**src/pkg/alu_slice_pkg.sv**
```systemverilog
// Shared constants for the add/jump/and/compare execute slice
package alu_slice_pkg;
	// ----------------------------------------
	// Opcodes and prefixes
	// ----------------------------------------
	localparam logic [7:0] ESC_PREFIX = 8'ha5;
	localparam logic [7:0] BIT_PREFIX = 8'ha9;
	localparam logic [7:0] OP_ADD_WITH_CARRY_OP_IMM = 8'h34;
	localparam logic [7:0] OP_ADD_WITH_CARRY_OP_DIR = 8'h35;
	localparam logic [6:0] OP_ADD_WITH_CARRY_OP_IND = 7'h1b;
	localparam logic [4:0] OP_ADD_WITH_CARRY_OP_REG = 5'h07;
	localparam logic [4:0] OP_PAGE_ABSOLUTE_JUMP_LOW = 5'h01;
	localparam logic [7:0] OP_AND_DIR_A = 8'h52;
	localparam logic [7:0] OP_AND_DIR_IMM = 8'h53;
	localparam logic [7:0] OP_AND_A_IMM = 8'h54;
	localparam logic [7:0] OP_AND_A_DIR = 8'h55;
	localparam logic [6:0] OP_AND_A_IND = 7'h2b;
	localparam logic [4:0] OP_AND_A_REG = 5'h0b;
	localparam logic [7:0] OP_AND_RM = 8'h5c;
	localparam logic [7:0] OP_AND_WR = 8'h5d;
	localparam logic [7:0] OP_AND_EXT = 8'h5e;
	localparam logic [7:0] OP_CBIT_AND = 8'h82;
	localparam logic [7:0] OP_CBIT_ANDN = 8'hb0;
	localparam logic [4:0] OP_XBIT_AND = 5'h10;
	localparam logic [4:0] OP_XBIT_ANDN = 5'h1e;
	localparam logic [7:0] OP_CMPB_A_IMM = 8'hb4;
	localparam logic [7:0] OP_CMPB_A_DIR = 8'hb5;
	localparam logic [6:0] OP_CMPB_IND = 7'h5b;
	localparam logic [4:0] OP_CMPB_REG = 5'h17;
	// ----------------------------------------
	// Selector nibble under the extended AND opcode
	// ----------------------------------------
	localparam logic [3:0] SEL_IMM8 = 4'h0;
	localparam logic [3:0] SEL_IMM16 = 4'h4;
	localparam logic [3:0] SEL_SHORT_DIRECT_ADDRESS_B = 4'h1;
	localparam logic [3:0] SEL_SHORT_DIRECT_ADDRESS_W = 4'h5;
	localparam logic [3:0] SEL_LONG_DIRECT_ADDRESS_B = 4'h3;
	localparam logic [3:0] SEL_LONG_DIRECT_ADDRESS_W = 4'h7;
	localparam logic [3:0] SEL_IND_W = 4'h9;
	localparam logic [3:0] SEL_IND_D = 4'hb;
	// ----------------------------------------
	// Port direct addresses and reset values
	// ----------------------------------------
	localparam logic [7:0] PORT0_ADDR = 8'h80;
	localparam logic [7:0] PORT1_ADDR = 8'h90;
	localparam logic [7:0] PORT2_ADDR = 8'ha0;
	localparam logic [7:0] PORT3_ADDR = 8'hb0;
	localparam logic [15:0] PC_RESET = 16'h0000;
	localparam logic [3:0] STATE_RESET = 4'h0;
	typedef enum logic [3:0] {
		CLS_NONE, CLS_ADD_WITH_CARRY_OP, CLS_PAGE_ABSOLUTE_JUMP, CLS_AND_DIR, CLS_AND_ACC, CLS_AND_EXT,
		CLS_CBIT, CLS_CMPB
	} op_class_t;
	typedef enum logic [2:0] {
		SRC_IMM, SRC_DIR, SRC_IND, SRC_REG, SRC_ACC, SRC_LONG_DIRECT_ADDRESS, SRC_PTR, SRC_IMM16
	} src_mode_t;
endpackage

```
**src/hw/add_with_carry_op_page_absolute_jump_and_cmpjump_exec.sv**
```systemverilog
// Execute slice: add with carry, page jump, logical and, compare and branch
// Summary of operation
// - Add-with-carry immediate: two bytes, one state
// - Register/indirect forms need escape in native map
// - Carry, aux carry, overflow from bit carries
// - Direct port operand adds one state
// - AND direct,acc: two states, port adds two
// - Jump target: PC+2 top bits, opcode, byte
// - Page jump: low bits 00001, three states
// - Byte AND updates only negative and zero
// - Port destination reads output latch
// - Direct-destination AND: acc or immediate source
// - Accumulator-destination AND encodings decoded
// - Extended AND needs escape in compat map
// - Selector nibble chooses extended AND source
// - Carry AND clears on zero; complement form
// - Carry AND source only direct bit
// - Carry AND opcodes and extended bit prefix
// - Branch when unequal, PC-relative target
// - Carry set when destination below source
// - Only four compare operand pairings
`timescale 1ns/1ns
module add_with_carry_op_page_absolute_jump_and_cmpjump_exec
	import alu_slice_pkg::*;
(
	input wire logic core_clk_in,
	input wire logic sys_rst_in,
	input wire logic native_map_in,
	input wire logic issue_in,
	input wire logic esc_in,
	input wire logic bit_prefix_in,
	input wire logic [7:0] op_in,
	input wire logic [7:0] byte1_in,
	input wire logic [7:0] byte2_in,
	input wire logic [15:0] pc_in,
	input wire logic [7:0] acc_in,
	input wire logic [7:0] dest_in,
	input wire logic [7:0] src_in,
	input wire logic [7:0] port_latch_in,
	input wire logic src_bit_in,
	input wire logic carry_in,
	input wire logic aux_in,
	input wire logic excess_in,
	output logic busy_out,
	output logic done_out,
	output logic illegal_out,
	output logic [7:0] result_out,
	output logic result_we_out,
	output logic result_to_acc_out,
	output logic [15:0] next_pc_out,
	output logic pc_load_out,
	output logic carry_flag_out,
	output logic aux_carry_flag_out,
	output logic signed_excess_flag_out,
	output logic negative_flag_out,
	output logic zero_flag_out,
	output logic [3:0] states_out
);
	// ----------------------------------------
	// Decode
	// ----------------------------------------
	op_class_t cls;
	src_mode_t src_mode;
	logic [2:0] nbytes;
	logic [3:0] base_states;
	logic port_twice, compl, legal;

	op_decoder u_dec (
		.native_map_in(native_map_in),
		.esc_in(esc_in),
		.bit_prefix_in(bit_prefix_in),
		.op_in(op_in),
		.sel_in(byte1_in[3:0]),
		.cls_out(cls),
		.src_out(src_mode),
		.bytes_out(nbytes),
		.states_out(base_states),
		.port_twice_out(port_twice),
		.compl_out(compl),
		.legal_out(legal)
	);

	function automatic logic is_port(input logic [7:0] addr);
		is_port = (addr == PORT0_ADDR) || (addr == PORT1_ADDR) ||
			(addr == PORT2_ADDR) || (addr == PORT3_ADDR);
	endfunction

	// Direct address is the first operand byte, except behind a selector byte
	logic port_hit;
	logic [3:0] total_states;
	always_comb
	begin
		port_hit = 1'b0;
		if (cls == CLS_CBIT && !bit_prefix_in)
			port_hit = byte1_in[7] && is_port({byte1_in[7:3], 3'b000});
		else if (cls == CLS_AND_EXT)
			port_hit = (src_mode == SRC_DIR) && is_port(byte2_in);
		else if (src_mode == SRC_DIR || cls == CLS_AND_DIR)
			port_hit = is_port(byte1_in);
		total_states = base_states;
		if (port_hit)
			total_states = base_states + (port_twice ? 4'd2 : 4'd1);
		// A taken branch costs three more states
		if (cls == CLS_CMPB && unequal)
			total_states = total_states + 4'd3;
	end

	// Immediates ride in the operand bytes, except the 16-bit one; src_in for that one and for fetched operands
	logic [7:0] opnd;
	logic [7:0] cmp_dest;
	always_comb
	begin
		opnd = src_in;
		if (src_mode == SRC_ACC)
			opnd = acc_in;
		else if (cls == CLS_AND_DIR || cls == CLS_AND_EXT)
		begin
			if (src_mode == SRC_IMM)
				opnd = byte2_in;
		end
		else if (src_mode == SRC_IMM || (cls == CLS_CMPB && src_mode != SRC_DIR))
			opnd = byte1_in;
		cmp_dest = (op_in[7:1] == OP_CMPB_A_IMM[7:1]) ? acc_in : dest_in;
	end

	// ----------------------------------------
	// Arithmetic
	// ----------------------------------------
	logic [4:0] low_sum;
	logic [3:0] mid_sum;
	logic [1:0] top_sum;
	logic [7:0] add_with_carry_op_res;
	logic c3, c6, c7;
	always_comb
	begin
		low_sum = {1'b0, acc_in[3:0]} + {1'b0, opnd[3:0]} + {4'd0, carry_in};
		c3 = low_sum[4];
		mid_sum = {1'b0, acc_in[6:4]} + {1'b0, opnd[6:4]} + {3'd0, c3};
		c6 = mid_sum[3];
		top_sum = {1'b0, acc_in[7]} + {1'b0, opnd[7]} + {1'b0, c6};
		c7 = top_sum[1];
		add_with_carry_op_res = {top_sum[0], mid_sum[2:0], low_sum[3:0]};
	end

	// Original port value comes from the output latch, not the pins
	logic [7:0] and_dest;
	logic [7:0] and_res;
	always_comb
	begin
		and_dest = dest_in;
		if (cls == CLS_AND_DIR && is_port(byte1_in))
			and_dest = port_latch_in;
		and_res = (cls == CLS_AND_ACC) ? (acc_in & opnd) : (and_dest & opnd);
	end

	logic [15:0] pc_after;
	logic [15:0] page_target;
	logic [15:0] rel_target;
	logic unequal;
	logic cbit_val;
	always_comb
	begin
		pc_after = pc_in + {13'd0, nbytes};
		page_target = {pc_after[15:11], op_in[7:5], byte1_in};
		rel_target = pc_after + {{8{byte2_in[7]}}, byte2_in};
		unequal = (cmp_dest != opnd);
		cbit_val = compl ? ~src_bit_in : src_bit_in;
	end

	logic go;
	assign go = issue_in && !busy_out;

	// ----------------------------------------
	// State counting
	// ----------------------------------------
	logic tbusy, tdone;
	state_timer u_tmr (
		.core_clk_in(core_clk_in),
		.sys_rst_in(sys_rst_in),
		.load_in(go && legal),
		.count_in(total_states),
		.busy_out(tbusy),
		.done_out(tdone)
	);

	always_ff @(posedge core_clk_in)
	begin
		if (sys_rst_in)
		begin
			busy_out <= 1'b0;
			done_out <= 1'b0;
			illegal_out <= 1'b0;
			states_out <= STATE_RESET;
		end
		else
		begin
			busy_out <= (go && legal) || (tbusy && !tdone);
			done_out <= tdone;
			illegal_out <= go && !legal;
			if (go && legal)
				states_out <= total_states;
		end
	end

	// ----------------------------------------
	// Results and flags, latched at issue
	// ----------------------------------------
	always_ff @(posedge core_clk_in)
	begin
		if (sys_rst_in)
		begin
			result_out <= 8'h00;
			result_we_out <= 1'b0;
			result_to_acc_out <= 1'b0;
		end
		else if (go && legal)
		begin
			result_we_out <= 1'b0;
			result_to_acc_out <= 1'b0;
			case (cls)
				CLS_ADD_WITH_CARRY_OP:
				begin
					result_out <= add_with_carry_op_res;
					result_we_out <= 1'b1;
					result_to_acc_out <= 1'b1;
				end
				CLS_AND_ACC, CLS_AND_DIR, CLS_AND_EXT:
				begin
					result_out <= and_res;
					result_we_out <= 1'b1;
					result_to_acc_out <= (cls == CLS_AND_ACC);
				end
				default: result_out <= result_out;
			endcase
		end
		else
			result_we_out <= 1'b0;
	end

	always_ff @(posedge core_clk_in)
	begin
		if (sys_rst_in)
		begin
			next_pc_out <= PC_RESET;
			pc_load_out <= 1'b0;
		end
		else if (go && legal)
		begin
			pc_load_out <= 1'b1;
			next_pc_out <= pc_after;
			if (cls == CLS_PAGE_ABSOLUTE_JUMP)
				next_pc_out <= page_target;
			else if (cls == CLS_CMPB && unequal)
				next_pc_out <= rel_target;
		end
		else
			pc_load_out <= 1'b0;
	end

	always_ff @(posedge core_clk_in)
	begin
		if (sys_rst_in)
		begin
			carry_flag_out <= 1'b0;
			aux_carry_flag_out <= 1'b0;
			signed_excess_flag_out <= 1'b0;
			negative_flag_out <= 1'b0;
			zero_flag_out <= 1'b0;
		end
		else if (go)
		begin
			carry_flag_out <= carry_in;
			aux_carry_flag_out <= aux_in;
			signed_excess_flag_out <= excess_in;
			if (legal)
			begin
				case (cls)
					CLS_ADD_WITH_CARRY_OP:
					begin
						carry_flag_out <= c7;
						aux_carry_flag_out <= c3;
						signed_excess_flag_out <= c6 ^ c7;
						negative_flag_out <= add_with_carry_op_res[7];
						zero_flag_out <= (add_with_carry_op_res == 8'h00);
					end
					CLS_AND_ACC, CLS_AND_DIR, CLS_AND_EXT:
					begin
						negative_flag_out <= and_res[7];
						zero_flag_out <= (and_res == 8'h00);
					end
					CLS_CBIT: carry_flag_out <= carry_in & cbit_val;
					CLS_CMPB:
					begin
						carry_flag_out <= (cmp_dest < opnd);
						negative_flag_out <= cmp_dest[7];
						zero_flag_out <= !unequal;
					end
					default: carry_flag_out <= carry_in;
				endcase
			end
		end
	end
endmodule // add_with_carry_op_page_absolute_jump_and_cmpjump_exec

```
**src/hw/op_decoder.sv**
```systemverilog
// Opcode decoder: class, source mode, length and state count
`timescale 1ns/1ns
module op_decoder
	import alu_slice_pkg::*;
(
	input wire logic native_map_in,
	input wire logic esc_in,
	input wire logic bit_prefix_in,
	input wire logic [7:0] op_in,
	input wire logic [3:0] sel_in,
	output op_class_t cls_out,
	output src_mode_t src_out,
	output logic [2:0] bytes_out,
	output logic [3:0] states_out,
	output logic port_twice_out,
	output logic compl_out,
	output logic legal_out
);
	// Escape is needed for short forms in native map and for long forms in compat map
	logic short_ok, long_ok;
	always_comb
	begin
		short_ok = (esc_in == native_map_in);
		long_ok = (esc_in != native_map_in);
		cls_out = CLS_NONE;
		src_out = SRC_IMM;
		bytes_out = 3'd1;
		states_out = 4'd1;
		port_twice_out = 1'b0;
		compl_out = 1'b0;
		legal_out = 1'b1;
		if (bit_prefix_in)
		begin
			if (op_in[7:3] == OP_XBIT_AND || op_in[7:3] == OP_XBIT_ANDN)
			begin
				cls_out = CLS_CBIT;
				src_out = SRC_DIR;
				compl_out = (op_in[7:3] == OP_XBIT_ANDN);
				bytes_out = native_map_in ? 3'd3 : 3'd4;
				states_out = native_map_in ? 4'd2 : 4'd3;
				legal_out = long_ok;
			end
			else
				legal_out = 1'b0;
		end
		else if (op_in == OP_ADD_WITH_CARRY_OP_IMM)
		begin
			cls_out = CLS_ADD_WITH_CARRY_OP;
			bytes_out = 3'd2;
		end
		else if (op_in == OP_ADD_WITH_CARRY_OP_DIR)
		begin
			cls_out = CLS_ADD_WITH_CARRY_OP;
			src_out = SRC_DIR;
			bytes_out = 3'd2;
		end
		else if (op_in[7:1] == OP_ADD_WITH_CARRY_OP_IND || op_in[7:3] == OP_ADD_WITH_CARRY_OP_REG)
		begin
			cls_out = CLS_ADD_WITH_CARRY_OP;
			src_out = (op_in[3]) ? SRC_REG : SRC_IND;
			bytes_out = esc_in ? 3'd2 : 3'd1;
			states_out = (op_in[3] ? 4'd1 : 4'd2) + {3'd0, esc_in};
			legal_out = short_ok;
		end
		else if (op_in[4:0] == OP_PAGE_ABSOLUTE_JUMP_LOW)
		begin
			cls_out = CLS_PAGE_ABSOLUTE_JUMP;
			bytes_out = 3'd2;
			states_out = 4'd3;
		end
		else if (op_in == OP_AND_DIR_A || op_in == OP_AND_DIR_IMM)
		begin
			cls_out = CLS_AND_DIR;
			src_out = op_in[0] ? SRC_IMM : SRC_ACC;
			bytes_out = op_in[0] ? 3'd3 : 3'd2;
			states_out = op_in[0] ? 4'd3 : 4'd2;
			port_twice_out = ~op_in[0];
		end
		else if (op_in == OP_AND_A_IMM || op_in == OP_AND_A_DIR)
		begin
			cls_out = CLS_AND_ACC;
			src_out = op_in[0] ? SRC_DIR : SRC_IMM;
			bytes_out = 3'd2;
		end
		// Register codes 4-6 are the extended forms in the other map, where code 7 is refused
		else if (op_in[7:1] == OP_AND_A_IND ||
			(op_in[7:3] == OP_AND_A_REG && !(op_in[2] && long_ok)))
		begin
			cls_out = CLS_AND_ACC;
			src_out = op_in[3] ? SRC_REG : SRC_IND;
			bytes_out = esc_in ? 3'd2 : 3'd1;
			states_out = (op_in[3] ? 4'd1 : 4'd2) + {3'd0, esc_in};
			legal_out = short_ok;
		end
		else if (op_in == OP_AND_RM || op_in == OP_AND_WR || op_in == OP_AND_EXT)
		begin
			cls_out = CLS_AND_EXT;
			src_out = SRC_REG;
			bytes_out = 3'd2;
			states_out = (op_in == OP_AND_WR) ? 4'd2 : 4'd1;
			legal_out = long_ok;
			if (op_in == OP_AND_EXT)
			begin
				case (sel_in)
					SEL_IMM8: begin src_out = SRC_IMM; bytes_out = 3'd3; states_out = 4'd2; end
					SEL_IMM16: begin src_out = SRC_IMM16; bytes_out = 3'd4; states_out = 4'd3; end
					SEL_SHORT_DIRECT_ADDRESS_B, SEL_SHORT_DIRECT_ADDRESS_W:
					begin
						src_out = SRC_DIR;
						bytes_out = 3'd3;
						states_out = sel_in[2] ? 4'd3 : 4'd2;
					end
					SEL_LONG_DIRECT_ADDRESS_B, SEL_LONG_DIRECT_ADDRESS_W:
					begin
						src_out = SRC_LONG_DIRECT_ADDRESS;
						bytes_out = 3'd4;
						states_out = sel_in[2] ? 4'd3 : 4'd2;
					end
					SEL_IND_W: begin src_out = SRC_PTR; bytes_out = 3'd3; states_out = 4'd2; end
					SEL_IND_D: begin src_out = SRC_PTR; bytes_out = 3'd3; states_out = 4'd3; end
					default: legal_out = 1'b0;
				endcase
			end
			if (esc_in)
			begin
				bytes_out = bytes_out + 3'd1;
				states_out = states_out + 4'd1;
			end
		end
		else if (op_in == OP_CBIT_AND || op_in == OP_CBIT_ANDN)
		begin
			cls_out = CLS_CBIT;
			src_out = SRC_DIR;
			compl_out = (op_in == OP_CBIT_ANDN);
			bytes_out = 3'd2;
		end
		else if (op_in == OP_CMPB_A_IMM || op_in == OP_CMPB_A_DIR)
		begin
			cls_out = CLS_CMPB;
			src_out = op_in[0] ? SRC_DIR : SRC_IMM;
			bytes_out = 3'd3;
			states_out = op_in[0] ? 4'd3 : 4'd2;
		end
		else if (op_in[7:1] == OP_CMPB_IND || op_in[7:3] == OP_CMPB_REG)
		begin
			cls_out = CLS_CMPB;
			src_out = op_in[3] ? SRC_REG : SRC_IND;
			bytes_out = esc_in ? 3'd4 : 3'd3;
			states_out = (op_in[3] ? 4'd2 : 4'd3) + {3'd0, esc_in};
			legal_out = short_ok;
		end
		else
			legal_out = 1'b0;
	end
endmodule // op_decoder

```
**src/hw/state_timer.sv**
```systemverilog
// Counts execution states of the current instruction
`timescale 1ns/1ns
module state_timer
	import alu_slice_pkg::*;
(
	input wire logic core_clk_in,
	input wire logic sys_rst_in,
	input wire logic load_in,
	input wire logic [3:0] count_in,
	output logic busy_out,
	output logic done_out
);
	logic [3:0] left_q;
	always_ff @(posedge core_clk_in)
	begin
		if (sys_rst_in)
			left_q <= STATE_RESET;
		else if (load_in)
			left_q <= count_in;
		else if (left_q != STATE_RESET)
			left_q <= left_q - 4'd1;
	end
	assign busy_out = (left_q != STATE_RESET);
	assign done_out = (left_q == 4'd1);
endmodule // state_timer

```
**config.mk**
```make
export PLATFORM = sky130hd
export DESIGN_NAME = add_with_carry_op_page_absolute_jump_and_cmpjump_exec
export DESIGN_NICKNAME = d
export VERILOG_FILES = /design/src/pkg/alu_slice_pkg.sv /design/src/hw/add_with_carry_op_page_absolute_jump_and_cmpjump_exec.sv /design/src/hw/op_decoder.sv /design/src/hw/state_timer.sv
export SDC_FILE = /design/constraint.sdc
export NUM_CORES = 1
export LEC_CHECK = 0
export ABC_AREA = 1
export BUFFER_PORTS_ARGS = -buffer_cell sky130_fd_sc_hd__buf_2
export CAP_MARGIN = 10
export CORE_MARGIN = 3
export CORE_UTILIZATION = 40
export DETAILED_ROUTE_END_ITERATION = 6
export SYNTH_ARGS = -nofsm -noshare
export SYNTH_HDL_FRONTEND = slang
export SYNTH_SLANG_ARGS = --single-unit
```
**constraint.sdc**
```tcl
create_clock -name core_clk_in -period 5.3 [get_ports core_clk_in]
set_input_delay 1.06 -clock core_clk_in [delete_from_list [all_inputs] [get_ports core_clk_in]]
set_output_delay 1.06 -clock core_clk_in [all_outputs]
set_load 0.005 [all_outputs]
```
# ---- Yosys cells after proc, flatten, opt, wreduce, memory -nomap -nowiden
# Cells that the tools add are included.
dict set report classes {
  n_addsub 15
  n_mul 0
  div 0
  n_lt_le_gt_ge 1
  eq_ne 56
  n_shift 0
  n_mux 153
  bitwise_logic 7
  reduce_logical 63
}
# operator n
set op_table {}
lappend op_table {{$mux W4} 39}
lappend op_table {{$mux W3} 42}
lappend op_table {{$eq A8 B8 Y1 const B} 12}
lappend op_table {{$eq A8 B7 Y1 const B} 7}
lappend op_table {{$mux W8} 7}
lappend op_table {{$mux W1} 51}
lappend op_table {{$eq A5 B5 Y1 const B} 7}
lappend op_table {{$mux W16} 2}
lappend op_table {{$eq A4 B3 Y1 const B} 7}
lappend op_table {{$logic_or A1 B1 Y1} 23}
lappend op_table {{$add A16 B16 Y16} 1}
lappend op_table {{$add A16 B3 Y16} 1}
lappend op_table {{$and A8 B8 Y8} 2}
lappend op_table {{$eq A8 B6 Y1 const B} 2}
lappend op_table {{$logic_not A8 Y1} 2}
lappend op_table {{$pmux W8 S2} 1}
lappend op_table {{$pmux W3 S5} 1}
lappend op_table {{$eq A7 B7 Y1 const B} 2}
lappend op_table {{$add A4 B1 Y4} 3}
lappend op_table {{$eq A4 B1 Y1 const B} 3}
lappend op_table {{$eq A4 B2 Y1 const B} 3}
lappend op_table {{$logic_and A1 B1 Y1} 12}
lappend op_table {{$pmux W4 S3} 1}
lappend op_table {{$reduce_or A2 Y1} 6}
lappend op_table {{other kinds (42)} 58}
dict set report totals {
  reg_bits 43
  latchBits 0
  ramBits 0
  romBits 0
  input_bits 82
  out_inout_bits 39
  wordCells 310
  memories 0
}

# ---- Logic depth before layout (Yosys ltp)
# Gate-level depths: netlist (run 1).
dict set report logic_depth {
  ltp_word 29
  depth_mapped 38
  ltp_nobuf 38
}

# ---- Cells and area by module
# Synthesis (run 1) repeated with hierarchy kept, for this count alone.
dict set report hier_totals {
  hier_cells 1055
  hier_area_um2 6080.8
}
# module n_inst cells_each area_per_inst_um2 seq_area_each_um2
set modules_own_cells {}
lappend modules_own_cells {add_with_carry_op_page_absolute_jump_and_cmpjump_exec 1 802 4725.8 780.7}
lappend modules_own_cells {op_decoder 1 209 1061.0 0.0}
lappend modules_own_cells {state_timer 1 44 294.0 80.1}

# ---- Least setup slack after synthesis (run 1)
# Ideal clock, no wire load.
dict set report synth_path {
  path_type {input to register}
  start {input port op_in[3]}
  end {register zero_flag_out}
  setup_time_ps 70
  arrival_time_ps 5180
  required_time_ps 5230
  setup_slack_ps 50
  stages 35
  path_cell_list {buf_6 inv_2 nand2_1 o21ai_4 nand2_4 nor2_8 inv_6 nand3_2 nor2_2 nand2_2 nand2_4 nor3_4 nand2_4 nand2_4 nand2_1 nand3_1 nand2_1 nand2_2 inv_1 fa_1 fa_1 inv_1 a31oi_1 inv_1 fa_1 inv_1 nor2_1 a211oi_1 fa_1 inv_1 nor3_1 nand4_1 a21oi_1 nor2_1 a21oi_1}
}
dict set report synth_between {
  elab_chain_cells 26
  word_cells_on_any_way 111
}
# element line
set synth_lines {}
lappend synth_lines {{from (decl)} add_with_carry_op_page_absolute_jump_and_cmpjump_exec.sv:32} ;# input wire logic [7:0] op_in,
lappend synth_lines {{$eq A7 B7 Y1 or $eq A5 B5 Y1 (tied branches)} op_decoder.sv:144} ;# else if (op_in[7:1] == OP_CMPB_IND || op_in[7:3] == OP_CMPB_REG)
lappend synth_lines {{$logic_or A1 B1 Y1} op_decoder.sv:144}
lappend synth_lines {{$mux W3} op_decoder.sv:144}
lappend synth_lines {{$mux W4 or $mux W3 (tied branches)} op_decoder.sv:137} ;# else if (op_in == OP_CMPB_A_IMM || op_in == OP_CMPB_A_DIR)
lappend synth_lines {{$mux W4 or $mux W3 (tied branches)} op_decoder.sv:130} ;# else if (op_in == OP_CBIT_AND || op_in == OP_CBIT_ANDN)
lappend synth_lines {{$mux W4 or $mux W3 (tied branches)} op_decoder.sv:95} ;# else if (op_in == OP_AND_RM || op_in == OP_AND_WR || op_in == OP_AND_EXT)
lappend synth_lines {{$mux W4 or $mux W3 (tied branches)} op_decoder.sv:86} ;# else if (op_in[7:1] == OP_AND_A_IND ||
lappend synth_lines {{$mux W4 or $mux W3 (tied branches)} op_decoder.sv:79} ;# else if (op_in == OP_AND_A_IMM || op_in == OP_AND_A_DIR)
lappend synth_lines {{[10 not listed]} n/a}
lappend synth_lines {{$mux W8} add_with_carry_op_page_absolute_jump_and_cmpjump_exec.sv:116} ;# else if (cls == CLS_AND_DIR || cls == CLS_AND_EXT)
lappend synth_lines {{$mux W8} add_with_carry_op_page_absolute_jump_and_cmpjump_exec.sv:114} ;# if (src_mode == SRC_ACC)
lappend synth_lines {{$add A4 B4 Y5} add_with_carry_op_page_absolute_jump_and_cmpjump_exec.sv:136} ;# low_sum = {1'b0, acc_in[3:0]} + {1'b0, opnd[3:0]} + {4'd0, carry_in};
lappend synth_lines {{$add A5 B1 Y5} add_with_carry_op_page_absolute_jump_and_cmpjump_exec.sv:136}
lappend synth_lines {{$add A4 B1 Y4} add_with_carry_op_page_absolute_jump_and_cmpjump_exec.sv:138} ;# mid_sum = {1'b0, acc_in[6:4]} + {1'b0, opnd[6:4]} + {3'd0, c3};
lappend synth_lines {{$add A2 B1 Y2} add_with_carry_op_page_absolute_jump_and_cmpjump_exec.sv:140} ;# top_sum = {1'b0, acc_in[7]} + {1'b0, opnd[7]} + {1'b0, c6};
lappend synth_lines {{$logic_not A8 Y1} add_with_carry_op_page_absolute_jump_and_cmpjump_exec.sv:284} ;# zero_flag_out <= (add_with_carry_op_res == 8'h00);
lappend synth_lines {{$pmux W1 S3} add_with_carry_op_page_absolute_jump_and_cmpjump_exec.sv:277} ;# case (cls)
lappend synth_lines {{to (signal assigned)} add_with_carry_op_page_absolute_jump_and_cmpjump_exec.sv:284}
lappend synth_lines {{to (signal assigned)} add_with_carry_op_page_absolute_jump_and_cmpjump_exec.sv:289} ;# zero_flag_out <= (and_res == 8'h00);
lappend synth_lines {{to (signal assigned)} add_with_carry_op_page_absolute_jump_and_cmpjump_exec.sv:296} ;# zero_flag_out <= !unequal;
lappend synth_lines {{to (decl)} add_with_carry_op_page_absolute_jump_and_cmpjump_exec.sv:56} ;# output logic zero_flag_out,
# Parallel ways exist; a longest one is shown, timed or not.
# A chain may end at the register's enable or synchronous reset.

# ---- Final worst setup path (run 1)
# Same ends and word-level chain as after synthesis.

==> summary.md, run 1 <==
| Metric | Value |
|---|---|
| Leakage power | 4.51 nW |
| Post-synth ARST share | 0% |
| Slew HR | 52.4% |
| Clk pin slew, worst setup/hold paths | 0.06 ns |
| RSZ-0062 raised after global routing | true |
| Number of synthesized register bits | 43 |
| Critical path's slowest cell | fa_1 |
| Post-Synth XOR/XNOR Area | 4.63% |
| WHS | 0.462 ns |
| Top-count cell post-synth | nand2_1 |
| Placed cell area | 7710 um2 |
| Fin crit share | 97.8% |
| Area leader, netlist | dfxtp_1 |
| Worst Hold End | next_pc_out[9] |
| Post-synthesis compound-gate area fraction | 21.4% |
| Pwr per Cell Area | 173 nW/um2 |
| CP startpoint kind | primary input |
| Post-Route Skew | 0.00215 ns |
| Post-Syn Area per Cell | 6.16 um2 |
| Reg area | 861 um2 |
| Mapped Area | 5830 um2 |
| Worst flop-to-flop path startpoint | busy_out |
| Synth top area share | 14.8% |
| Final instance area | 8640 um2 |
| CTS tree | done |
| Site row count | 43 |
| Register-to-register setup slack | 3.09 ns |
| Post-route setup slack | 0.118 ns |
| TritonCTS sink count | 43 |
| Post-synth top cells | 229 x nand2_1, 128 x inv_1, 77 x a21oi_1, 75 x o21ai_0, 60 x nand3_1 |
| Worst R2R Path Depth | 9 |
| Maximum VDD drop | 0.136 mV |
| Gp weighted congestion | 0.942 |
| Placed Instances | 1382 |
| Register area share after synthesis | 14.8% |
| First-pass GRT wire length | 31000 um |
| CP Data Required Time | 5.52 ns |
| Die X | 127 um |
| Hold depth | 2 |
| Worst-Skew Late Latency | 0.28 ns |
| Warnings from Yosys | 0 |
| Routed vias/inst | 5.07 |
| Unique masters post-synth | 55 |
| Status | completed |
| Critical path fanouts, max | 8 |
| HP Class | reg -> reg |
| Share of cells above drive strength 1 | 39.2% |
| CTS max path bufs | 2 |
| Chip Height | 127 um |
| Setup tns final | 0 ns |
| Critical path class | in -> reg |
| Die area | 16100 um2 |
| Pin count of the biggest net entering global routing | 34 |
| Post-synthesis mux area share | 0% |
| Max cap viols | 0 |
| Post-route insts no fill | 1411 |
| Initial Util | 41.4% |
| Multi-input gate area in the final layout | 4820 um2 |
| Syn-to-layout area delta | 48.2% |
| Total gr overflow | 0 |
| Reg2reg end | result_out[6] |
| Tot Pwr | 1.50 mW |
| Min-delay src | next_pc_out[9] |
| Cell mode on critical path | inv_2 |
| Final min period | 5.18 ns |
| Vias in the first global route | 6528 |
| Routed length per instance | 14.3 um |
| Diode count | 0 |
| Total track usage | 23.2% |
| CP max stage delay | 0.47 ns |
| Placement Setup Slack | -0.426 ns |
| Critical path arrival | 5.40 ns |
| Total CTS buffers | 5 |
| Drt first pass iters | 5 |
| Synth area leaders | dfxtp_1 15%, nand2_1 15%, ha_1 8.8%, inv_1 8.2%, a21oi_1 6.6% |
| Final setup viols | 0 |
| Synth Area in Simple Gates | 35.7% |
| CTS Root Cell | clkbuf_16 |
| Max Fclk | 193 MHz |
| DP Wirelength | 16200 um |
| DRC | 0 |
| # fillers | 1396 |
| Area share of fa/ha/maj cells after synthesis | 11.5% |
| Post-synth EDFFs | 0 |
| Total number of vias | 7150 |
| Initial antenna violation count | 0 |
| Port bufs | 120 |
| Crit end category | register |
| Final-report hold violation count | 0 |
| Max Transition Viols Final | 0 |
| CTS H-Tree Depth | 2 |
| Largest family of logic cells by synthesized area | simple AND/OR/NAND/NOR gates |
| Post-synth net total | 1078 |
| Synth Instances | 947 |
| Top FF cell, synth | dfxtp_1 |
| Final core occ | 61.3% |
| Fin nets | 1363 |
| Worst-Margin Slew | 0.707 ns |
| Placeable Area | 14100 um2 |
| Final WL | 20100 um |
| ANT nets after route | 0 |
| IO Count | 121 |
| DRT iter0 DRCs | 371 |
## routing by layer
metal | track usage [%] | up-vias | part of all wire (%)
li1 | - | 3702 | -
met1 | 32.3 | 3225 | 45
met2 | 39.1 | 201 | 47
met3 | 2.02 | 22 | 5.8
met4 | 5.36 | 0 | 1.5
met5 | 0 | - | 0
## what timing repair did
action / 4_1_cts / 5_1_grt
resized for setup: 13 / 139
setup buffers: 2 / 21
hold buffers: 0 / 0
pin swaps: 4 / 73
setup endpoints to repair: 5 / 13
## flip-flops by register name, summed over array words and instances (netlist names), 4 cells and up
signal	count
result_out	8
next_pc_out	16
states_out	4
u_tmr.left_q	4
## where the power goes
part           internal, mW  leakage [nW]  switching [mW]
logic                 0.381          4.10           0.450
registers             0.364         0.350          0.0215
clock network         0.169        0.0628           0.113
## cells by family after synthesis
logic type                 Yosys count
xor gates and xnor gates            30
and+or+nand+nor                    441
buffers and inverters              168
AOI/OAI and AO/OA                  216
DFF                                 43
adders and majority gates           49
## critical path: cells and delay by family
family | cells | cell delay, ns
buffers and inverters | 10 | 0.87
AND/OR/NAND/NOR | 16 | 1.48
AO/OA/AOI/OAI | 5 | 0.59
adder cells (fa/ha/maj) | 4 | 1.39
## layout by cell type (no fill, tap or decap), drive strengths merged, types with 2 or more instances in the layout
master / count
xnor2: 12
a31oi: 9
nor4: 4
nand3b: 4
o21ai: 84
buf: 304
ha: 41
nand4: 13
nand3: 66
and2: 2
o2111ai: 3
o21bai: 4
o31ai: 3
clkbuf: 6
xor2: 18
o211ai: 22
a21oi: 79
or2: 5
o21a: 2
inv: 141
nand2: 254
a211oi: 2
a22oi: 2
nor2: 74
nor3: 18
o22ai: 2
dfxtp: 43
fa: 8
## final cells by class
type | instances | share of cell area [%]
Clock buffer | 6 | 1.49
Timing Repair Buffer | 304 | 23.8
Tap cell | 180 | 2.61
Multi-Input combinational cell | 736 | 55.7
Inverter | 142 | 6.40
Sequential cell | 43 | 9.96
## how the worst max path moves through the flow
stage | start | endpoint | slack [ns] | depth (start not counted)
after floorplan | op_in[3] | zero_flag_out | 0.05 | 35
after detailed placement | op_in[1] | next_pc_out[14] | -0.43 | 35
after global placement | op_in[4] | next_pc_out[15] | -0.38 | 32
final | op_in[3] | zero_flag_out | 0.12 | 35
after global routing | op_in[5] | next_pc_out[15] | -0.20 | 32
after CTS | op_in[1] | next_pc_out[14] | 0.0004 | 33
No activity file was read; power rests on OpenSTA's default activity.
==> run 2: changes to the inputs <==
--- a/config.mk
+++ b/config.mk
@@ -11,6 +11,7 @@
 export CORE_MARGIN = 3
 export CORE_UTILIZATION = 40
 export DETAILED_ROUTE_END_ITERATION = 6
+export PLACE_DENSITY = 0.66
 export SYNTH_ARGS = -nofsm -noshare
 export SYNTH_HDL_FRONTEND = slang
 export SYNTH_SLANG_ARGS = --single-unit
==> run 2 against run 1 <==
  * Critical path depth fell by 2
  * Clock-buffer cell count rose by 2
  * Combinational power rose by 2.6%
  * Wire length rose by 5.7%
  * Register-to-register slack improved by 0.32 ns
  * First-iteration DRC count rose by 43%
  * Sequential share of layout area fell by 0.066 points
  * Hold slack got worse by 0.0039 ns
  * Highest routed layer unchanged
==> summary.md, run 2 (same netlist as run 1, synthesis figures left out) <==
| Metric | Value |
|---|---|
| CTS max path bufs | 2 (unchanged) |
| Total track usage | 23.6% (+0.39 points) |
| Initial antenna violation count | 0 (unchanged) |
| RSZ-0062 raised after global routing | true |
| DP Wirelength | 16500 um (+2.1%) |
| Final WL | 21300 um (+5.7%) |
| Routed length per instance | 15.0 um (+5.0%) |
| Most frequent cells in the layout | 208 x nand2_1, 191 x buf_4, 114 x buf_2, 111 x inv_1, 69 x o21ai_0 |
| Total number of vias | 7328 (+2.5%) |
| HP Class | reg -> reg |
| Maximum VDD drop | 0.125 mV (-8.0%) |
| Fin crit share | 98.9% (+1.1 points) |
| Routed vias/inst | 5.16 (+1.8%) |
| Fin nets | 1371 (+0.59%) |
| Die X | 127 um (unchanged) |
| CP startpoint kind | primary input |
| Initial Util | 41.4% (unchanged) |
| Tot Pwr | 1.56 mW (+3.9%) |
| Final setup viols | 0 (unchanged) |
| Status | completed |
| CTS H-Tree Depth | 2 (unchanged) |
| Final min period | 5.24 ns (+0.0607 ns) |
| Cell mode on critical path | inv_2 |
| Chip Height | 127 um (unchanged) |
| Vias in the first global route | 6525 (-0.046%) |
| First-pass GRT wire length | 31100 um (about the same) |
| Pwr per Cell Area | 179 nW/um2 (+3.2%) |
| Internal power | 0.953 mW (+4.2%) |
| CTS tree | done |
| IO Count | 121 (unchanged) |
| Hold-fix buffers, CTS | 0 (unchanged) |
| Post-Route Skew | 0.00264 ns (+0.000492 ns) |
| Critical path arrival | 5.46 ns (+0.06 ns) |
| DRT iter0 DRCs | 531 (+43%) |
| Syn-to-layout area delta | 49.2% |
| P_sw | 0.604 mW (+3.5%) |
| Placeable Area | 14100 um2 (unchanged) |
| Max cap viols | 0 (unchanged) |
| Power share of the sequential group | 24.8% (-0.9 points) |
| Drt first pass iters | 5 (unchanged) |
| Max Transition Viols Final | 0 (unchanged) |
| Final instance area | 8700 um2 (+0.67%) |
| Biggest register | next_pc_out |
| Worst-Skew Late Latency | 0.28 ns (about the same) |
| Commonest non-fill, non-tap cell in the layout | nand2_1 |
| Port bufs | 120 (unchanged) |
| Slew HR | 55.1% (+2.7 points) |
| ANT nets after route | 0 (unchanged) |
| Total gr overflow | 0 (unchanged) |
| Pin count of the biggest net entering global routing | 33 (-2.9%) |
| # fillers | 1343 (-3.8%) |
| Die area | 16100 um2 (unchanged) |
| Critical path fanouts, max | 9 (+1) |
| Number of flip-flops in the largest register | 16 (unchanged) |
| CP max stage delay | 0.47 ns (about the same) |
| Sw Ratio | 38.8% (-0.18 points) |
| Worst-Margin Slew | 0.667 ns (-0.0400 ns) |
| Placed Instances | 1375 (-0.51%) |
| Critical path class | in -> reg |
| TritonCTS sink count | 43 (unchanged) |
| Largest registers in the final layout | next_pc_out x16, result_out x8 |
| Leakage power | 4.55 nW (+1.0%) |
| Site row count | 43 (unchanged) |
| Total CTS buffers | 5 (unchanged) |
| Placed cell area | 7660 um2 (-0.68%) |
| CTS Root Cell | clkbuf_16 |
| Share of cells above drive strength 1 | 39.9% (+0.73 points) |
| Critical path's slowest cell | fa_1 |
| Post-route insts no fill | 1421 (+0.71%) |
| Crit end category | register |
| Comb pwr share | 54.7% (-0.7 points) |
| Clk pin slew, worst setup/hold paths | 0.05 ns (about the same) |
| Max Fclk | 191 MHz (-1.2%) |
| DRC | 0 (unchanged) |
| Gp weighted congestion | 1.04 (+11%) |
| CP Data Required Time | 5.52 ns (about the same) |
| Final-report hold violation count | 0 (unchanged) |
| Clock network fraction of design power | 20.5% (+1.7 points) |
| Diode count | 0 (unchanged) |
[run 2: changes by cell type in the layout (fill, tap and decap cells not counted), moves of 4 or more]
cell	delta
nor2_2	-5
nor2_4	+4
nor3_1	+4
buf_4	+14
buf_6	-7
inv_1	-7
inv_2	+7
[run 2: worst paths after layout]
kind / start / endpoint / slack (ns) / depth (start not counted)
hold reg to reg: states_out[3] / states_out[3] / 0.46 / 2
setup reg to reg: busy_out / result_out[0] / 3.41 / 8
hold / removal: states_out[3] / states_out[3] / 0.46 / 2
setup / recovery: op_in[3] / zero_flag_out / 0.06 / 33
[run 2: layer usage]
layer / track usage [%] / up-vias / routed length, um
met5: 0 / - / 0
met4: 7.07 / 0 / 650
met2: 40.1 / 240 / 10200
li1: - / 3715 / -
met3: 2.06 / 46 / 1320
met1: 31.9 / 3327 / 9080
[run 2: what timing repair did]
action	in CTS	in global routing
cloned	0	0
resized for setup	8	141
endpoints found under the hold margin	0	0
setup endpoints to repair	7	12
pin swaps	1	85
setup buffers	1	37
[run 2: metrics by stage]
stage | hold WS, ns | setup slack, ns | util, % | setup TNS (ns)
4_1_cts | 0.461 | -0.00953 | 55.8 | -0.00953
2_1_floorplan | 0.456 | 0.0500 | - | 0
3_3_place_gp | 0.449 | -0.396 | 54.4 | -2.43
5_1_grt | 0.484 | -0.270 | 61.7 | -0.992
3_5_place_dp | 0.453 | -0.444 | 54.4 | -3.32
6_report | 0.458 | 0.0575 | 61.7 | 0
[run 2: cell type report]
| cell class | count | area (um2) | area share [%] |
|---|---|---|---|
| well taps | 180 | 225 | 2.59 |
| flip-flops and latches | 43 | 861 | 9.89 |
| clock buffers | 8 | 156 | 1.80 |
| repair buffers | 312 | 2080 | 23.9 |
| multi-input cells | 736 | 4820 | 55.4 |
| inverters | 142 | 558 | 6.41 |
[run 2: critical path, delay by kind of cell]
| family | cells | cell delay [ns] |
|---|---|---|
| buf+inv | 8 | 0.58 |
| fa+ha+maj | 4 | 1.42 |
| simple gates | 17 | 1.85 |
| compound gates | 4 | 0.58 |
[run 2: power by group through the flow]
stage          Combinational (mW)  Sequential, mW  Clock (mW)
3_3_place_gp                0.721           0.392           0
2_1_floorplan               0.430           0.391           0
5_1_grt                     0.942           0.392       0.337
3_5_place_dp                0.729           0.393           0
6_report                    0.853           0.386       0.319
4_1_cts                     0.741           0.386       0.325
==> run 3: changes to the inputs <==
--- a/config.mk
+++ b/config.mk
@@ -9,9 +9,9 @@
 export BUFFER_PORTS_ARGS = -buffer_cell sky130_fd_sc_hd__buf_2
 export CAP_MARGIN = 10
 export CORE_MARGIN = 3
-export CORE_UTILIZATION = 40
+export CORE_UTILIZATION = 45
 export DETAILED_ROUTE_END_ITERATION = 6
-export PLACE_DENSITY = 0.66
+export PLACE_DENSITY = 0.72
 export SYNTH_ARGS = -nofsm -noshare
 export SYNTH_HDL_FRONTEND = slang
 export SYNTH_SLANG_ARGS = --single-unit
==> run 3 against run 2 <==
  * Final area grew 0.46%
  * Sequential share of layout area is essentially flat
  * Worst setup slack lost 0.038 ns
  * Critical endpoint unchanged
  * First-iteration DRC count grew 5.3%
  * Utilization grew 9.0 points
  * Sequential power is essentially flat
  * Hold slack gained 0.0021 ns
  * Clock skew is essentially flat
  * Critical path type unchanged
  * Via count grew 1.3%
  * Power is essentially flat
  * Maximum frequency shrank 0.72%
  * Wire length shrank 2.8%
==> summary.md, run 3 (same netlist as run 1, synthesis figures left out) <==
| Metric | Value |
|---|---|
| WHS | 0.460 ns (+0.00207 ns) |
| Hold-fix buffers, CTS | 0 (unchanged) |
| Routed length per instance | 14.7 um (-1.9%) |
| Pwr per Cell Area | 178 nW/um2 (-0.50%) |
| IO Count | 121 (unchanged) |
| Final-report hold violation count | 0 (unchanged) |
| Total CTS buffers | 5 (unchanged) |
| CP Data Required Time | 5.51 ns (about the same) |
| Site row count | 40 (-7.0%) |
| Post-Route Skew | 0.00283 ns (+0.000191 ns) |
| Crit end category | register |
| DP Wirelength | 15900 um (-4.2%) |
| Critical path arrival | 5.49 ns (+0.03 ns) |
| Vias in the first global route | 6468 (-0.87%) |
| Gp weighted congestion | 0.946 (-9.2%) |
| HP Class | reg -> reg |
| Worst Hold End | next_pc_out[13] |
| Number of flip-flops in the largest register | 16 (unchanged) |
| Drt first pass iters | 5 (unchanged) |
| Maximum VDD drop | 0.134 mV (+7.3%) |
| CTS max path bufs | 2 (unchanged) |
| Reg2reg end | result_out[6] |
| Final WL | 20700 um (-2.8%) |
| First-pass GRT wire length | 30500 um (-1.8%) |
| Status | completed |
| ANT nets after route | 0 (unchanged) |
| Commonest non-fill, non-tap cell in the layout | nand2_1 |
| Final min period | 5.28 ns (+0.0380 ns) |
| CTS tree | done |
| Fin crit share | 99.6% (+0.72 points) |
| Worst R2R Path Depth | 9 (+1) |
| Fin nets | 1369 (-0.15%) |
| CTS Root Cell | clkbuf_16 |
| Diode count | 0 (unchanged) |
| Max Transition Viols Final | 0 (unchanged) |
| CP max stage delay | 0.53 ns (+0.06 ns) |
| Critical path class | in -> reg |
| Max Fclk | 189 MHz (-0.72%) |
| DRT iter0 DRCs | 559 (+5.3%) |
| CP startpoint kind | primary input |
| Pin count of the biggest net entering global routing | 34 (+3.0%) |
| RSZ-0062 raised after global routing | true |
| Die X | 120 um (-5.4%) |
| Placeable Area | 12400 um2 (-12%) |
| # fillers | 1074 (-20%) |
| Syn-to-layout area delta | 49.9% |
| Hold depth | 2 (unchanged) |
| Clk pin slew, worst setup/hold paths | 0.06 ns (about the same) |
| Leakage power | 4.56 nW (+0.20%) |
| Largest registers in the final layout | next_pc_out x16, result_out x8 |
| Total gr overflow | 0 (unchanged) |
| Critical path fanouts, max | 7 (-2) |
| Total track usage | 25.6% (+2.0 points) |
| Post-route setup slack | 0.0195 ns (-0.0380 ns) |
| Chip Height | 120 um (-5.4%) |
| Final setup viols | 0 (unchanged) |
| DRC | 0 (unchanged) |
| Critical path's slowest cell | fa_1 |
| Routed vias/inst | 5.28 (+2.3%) |
| Worst-Margin Slew | 0.677 ns (+0.0103 ns) |
| Initial Util | 47.2% (+5.8 points) |
| Share of cells above drive strength 1 | 39.5% (-0.42 points) |
| Biggest register | next_pc_out |
| Die area | 14400 um2 (-11%) |
| Most frequent cells in the layout | 212 x nand2_1, 179 x buf_4, 117 x inv_1, 116 x buf_2, 69 x o21ai_0 |
| Initial antenna violation count | 0 (unchanged) |
| Cell mode on critical path | inv_2 |
| CTS H-Tree Depth | 2 (unchanged) |
| Total number of vias | 7422 (+1.3%) |
| Register-to-register setup slack | 3.11 ns (-0.30 ns) |
| Min-delay src | next_pc_out[13] |
| Worst-Skew Late Latency | 0.28 ns (about the same) |
| Worst flop-to-flop path startpoint | busy_out |
| Port bufs | 120 (unchanged) |
| Placement Setup Slack | -0.504 ns (-0.0596 ns) |
| TritonCTS sink count | 43 (unchanged) |
| Max cap viols | 0 (unchanged) |
| Slew HR | 54.4% (-0.69 points) |
[run 3: cell types whose count changed in the layout (fill, tap and decap cells not counted), sizes merged]
cell    previous run  this run
buf              310       309
clkbuf            10         9
clkinv             1         2
inv              141       140
[run 3: metrics by stage]
step | utilization, % | power, mW | instance area [um2] | TNS, ns | std cells
floorplan | - | 0.821 | 5830 | 0 | 947
global placement | 62.1 | 1.11 | 7680 | -2.66 | 1364
detailed placement | 62.1 | 1.12 | 7680 | -3.50 | 1364
CTS | 63.8 | 1.44 | 7880 | -0.0293 | 1373
global route | 70.7 | 1.67 | 8740 | -1.65 | 1407
finish | 70.7 | 1.56 | 8740 | 0 | 1407
[run 3: power by group]
| part | internal (mW) | switching, mW | total, mW |
|---|---|---|---|
| registers | 0.364 | 0.0223 | 0.387 |
| clock network | 0.200 | 0.114 | 0.315 |
| logic | 0.391 | 0.465 | 0.856 |
[run 3: how the worst max path moves through the flow]
stage                         from              end  slack [ns]  cells past startpoint
after floorplan           op_in[3]    zero_flag_out        0.05                     35
after global placement    op_in[5]    zero_flag_out       -0.48                     37
after detailed placement  op_in[5]    zero_flag_out       -0.50                     35
after CTS                 op_in[3]    zero_flag_out       -0.03                     38
after global routing      op_in[7]  next_pc_out[14]       -0.33                     33
final                     op_in[7]    zero_flag_out        0.02                     37
[run 3: what timing repair did]
action / 4_1_cts / 5_1_grt
pin swaps: 5 / 75
buffers inserted: 1 / 34
endpoints found under the setup margin: 8 / 13
resized for setup: 12 / 139
[run 3: layout make-up]
class	instances	area (um2)	area share [%]
sequential	43	861	9.85
clock buffer	8	156	1.79
timing repair buffer	310	2110	24.1
inverter	142	561	6.41
multi-input combinational	736	4850	55.4
tap	168	210	2.40
[run 3: metal layers]
metal / share of wire, % / GRT usage (%) / vias up
met2: 48 / 43.4 / 284
met4: 2.8 / 7.66 / 0
met5: 0 / 0 / -
met1: 43 / 34.6 / 3376
li1: - / - / 3713
met3: 6.3 / 2.45 / 49
[run 3: worst max-delay path, delay by kind of cell]
kind,cells,cell delay [ns]
AO/OA/AOI/OAI,4,0.42
adder cells (fa/ha/maj),4,1.51
buffers and inverters,10,0.79
AND/OR/NAND/NOR,19,1.69
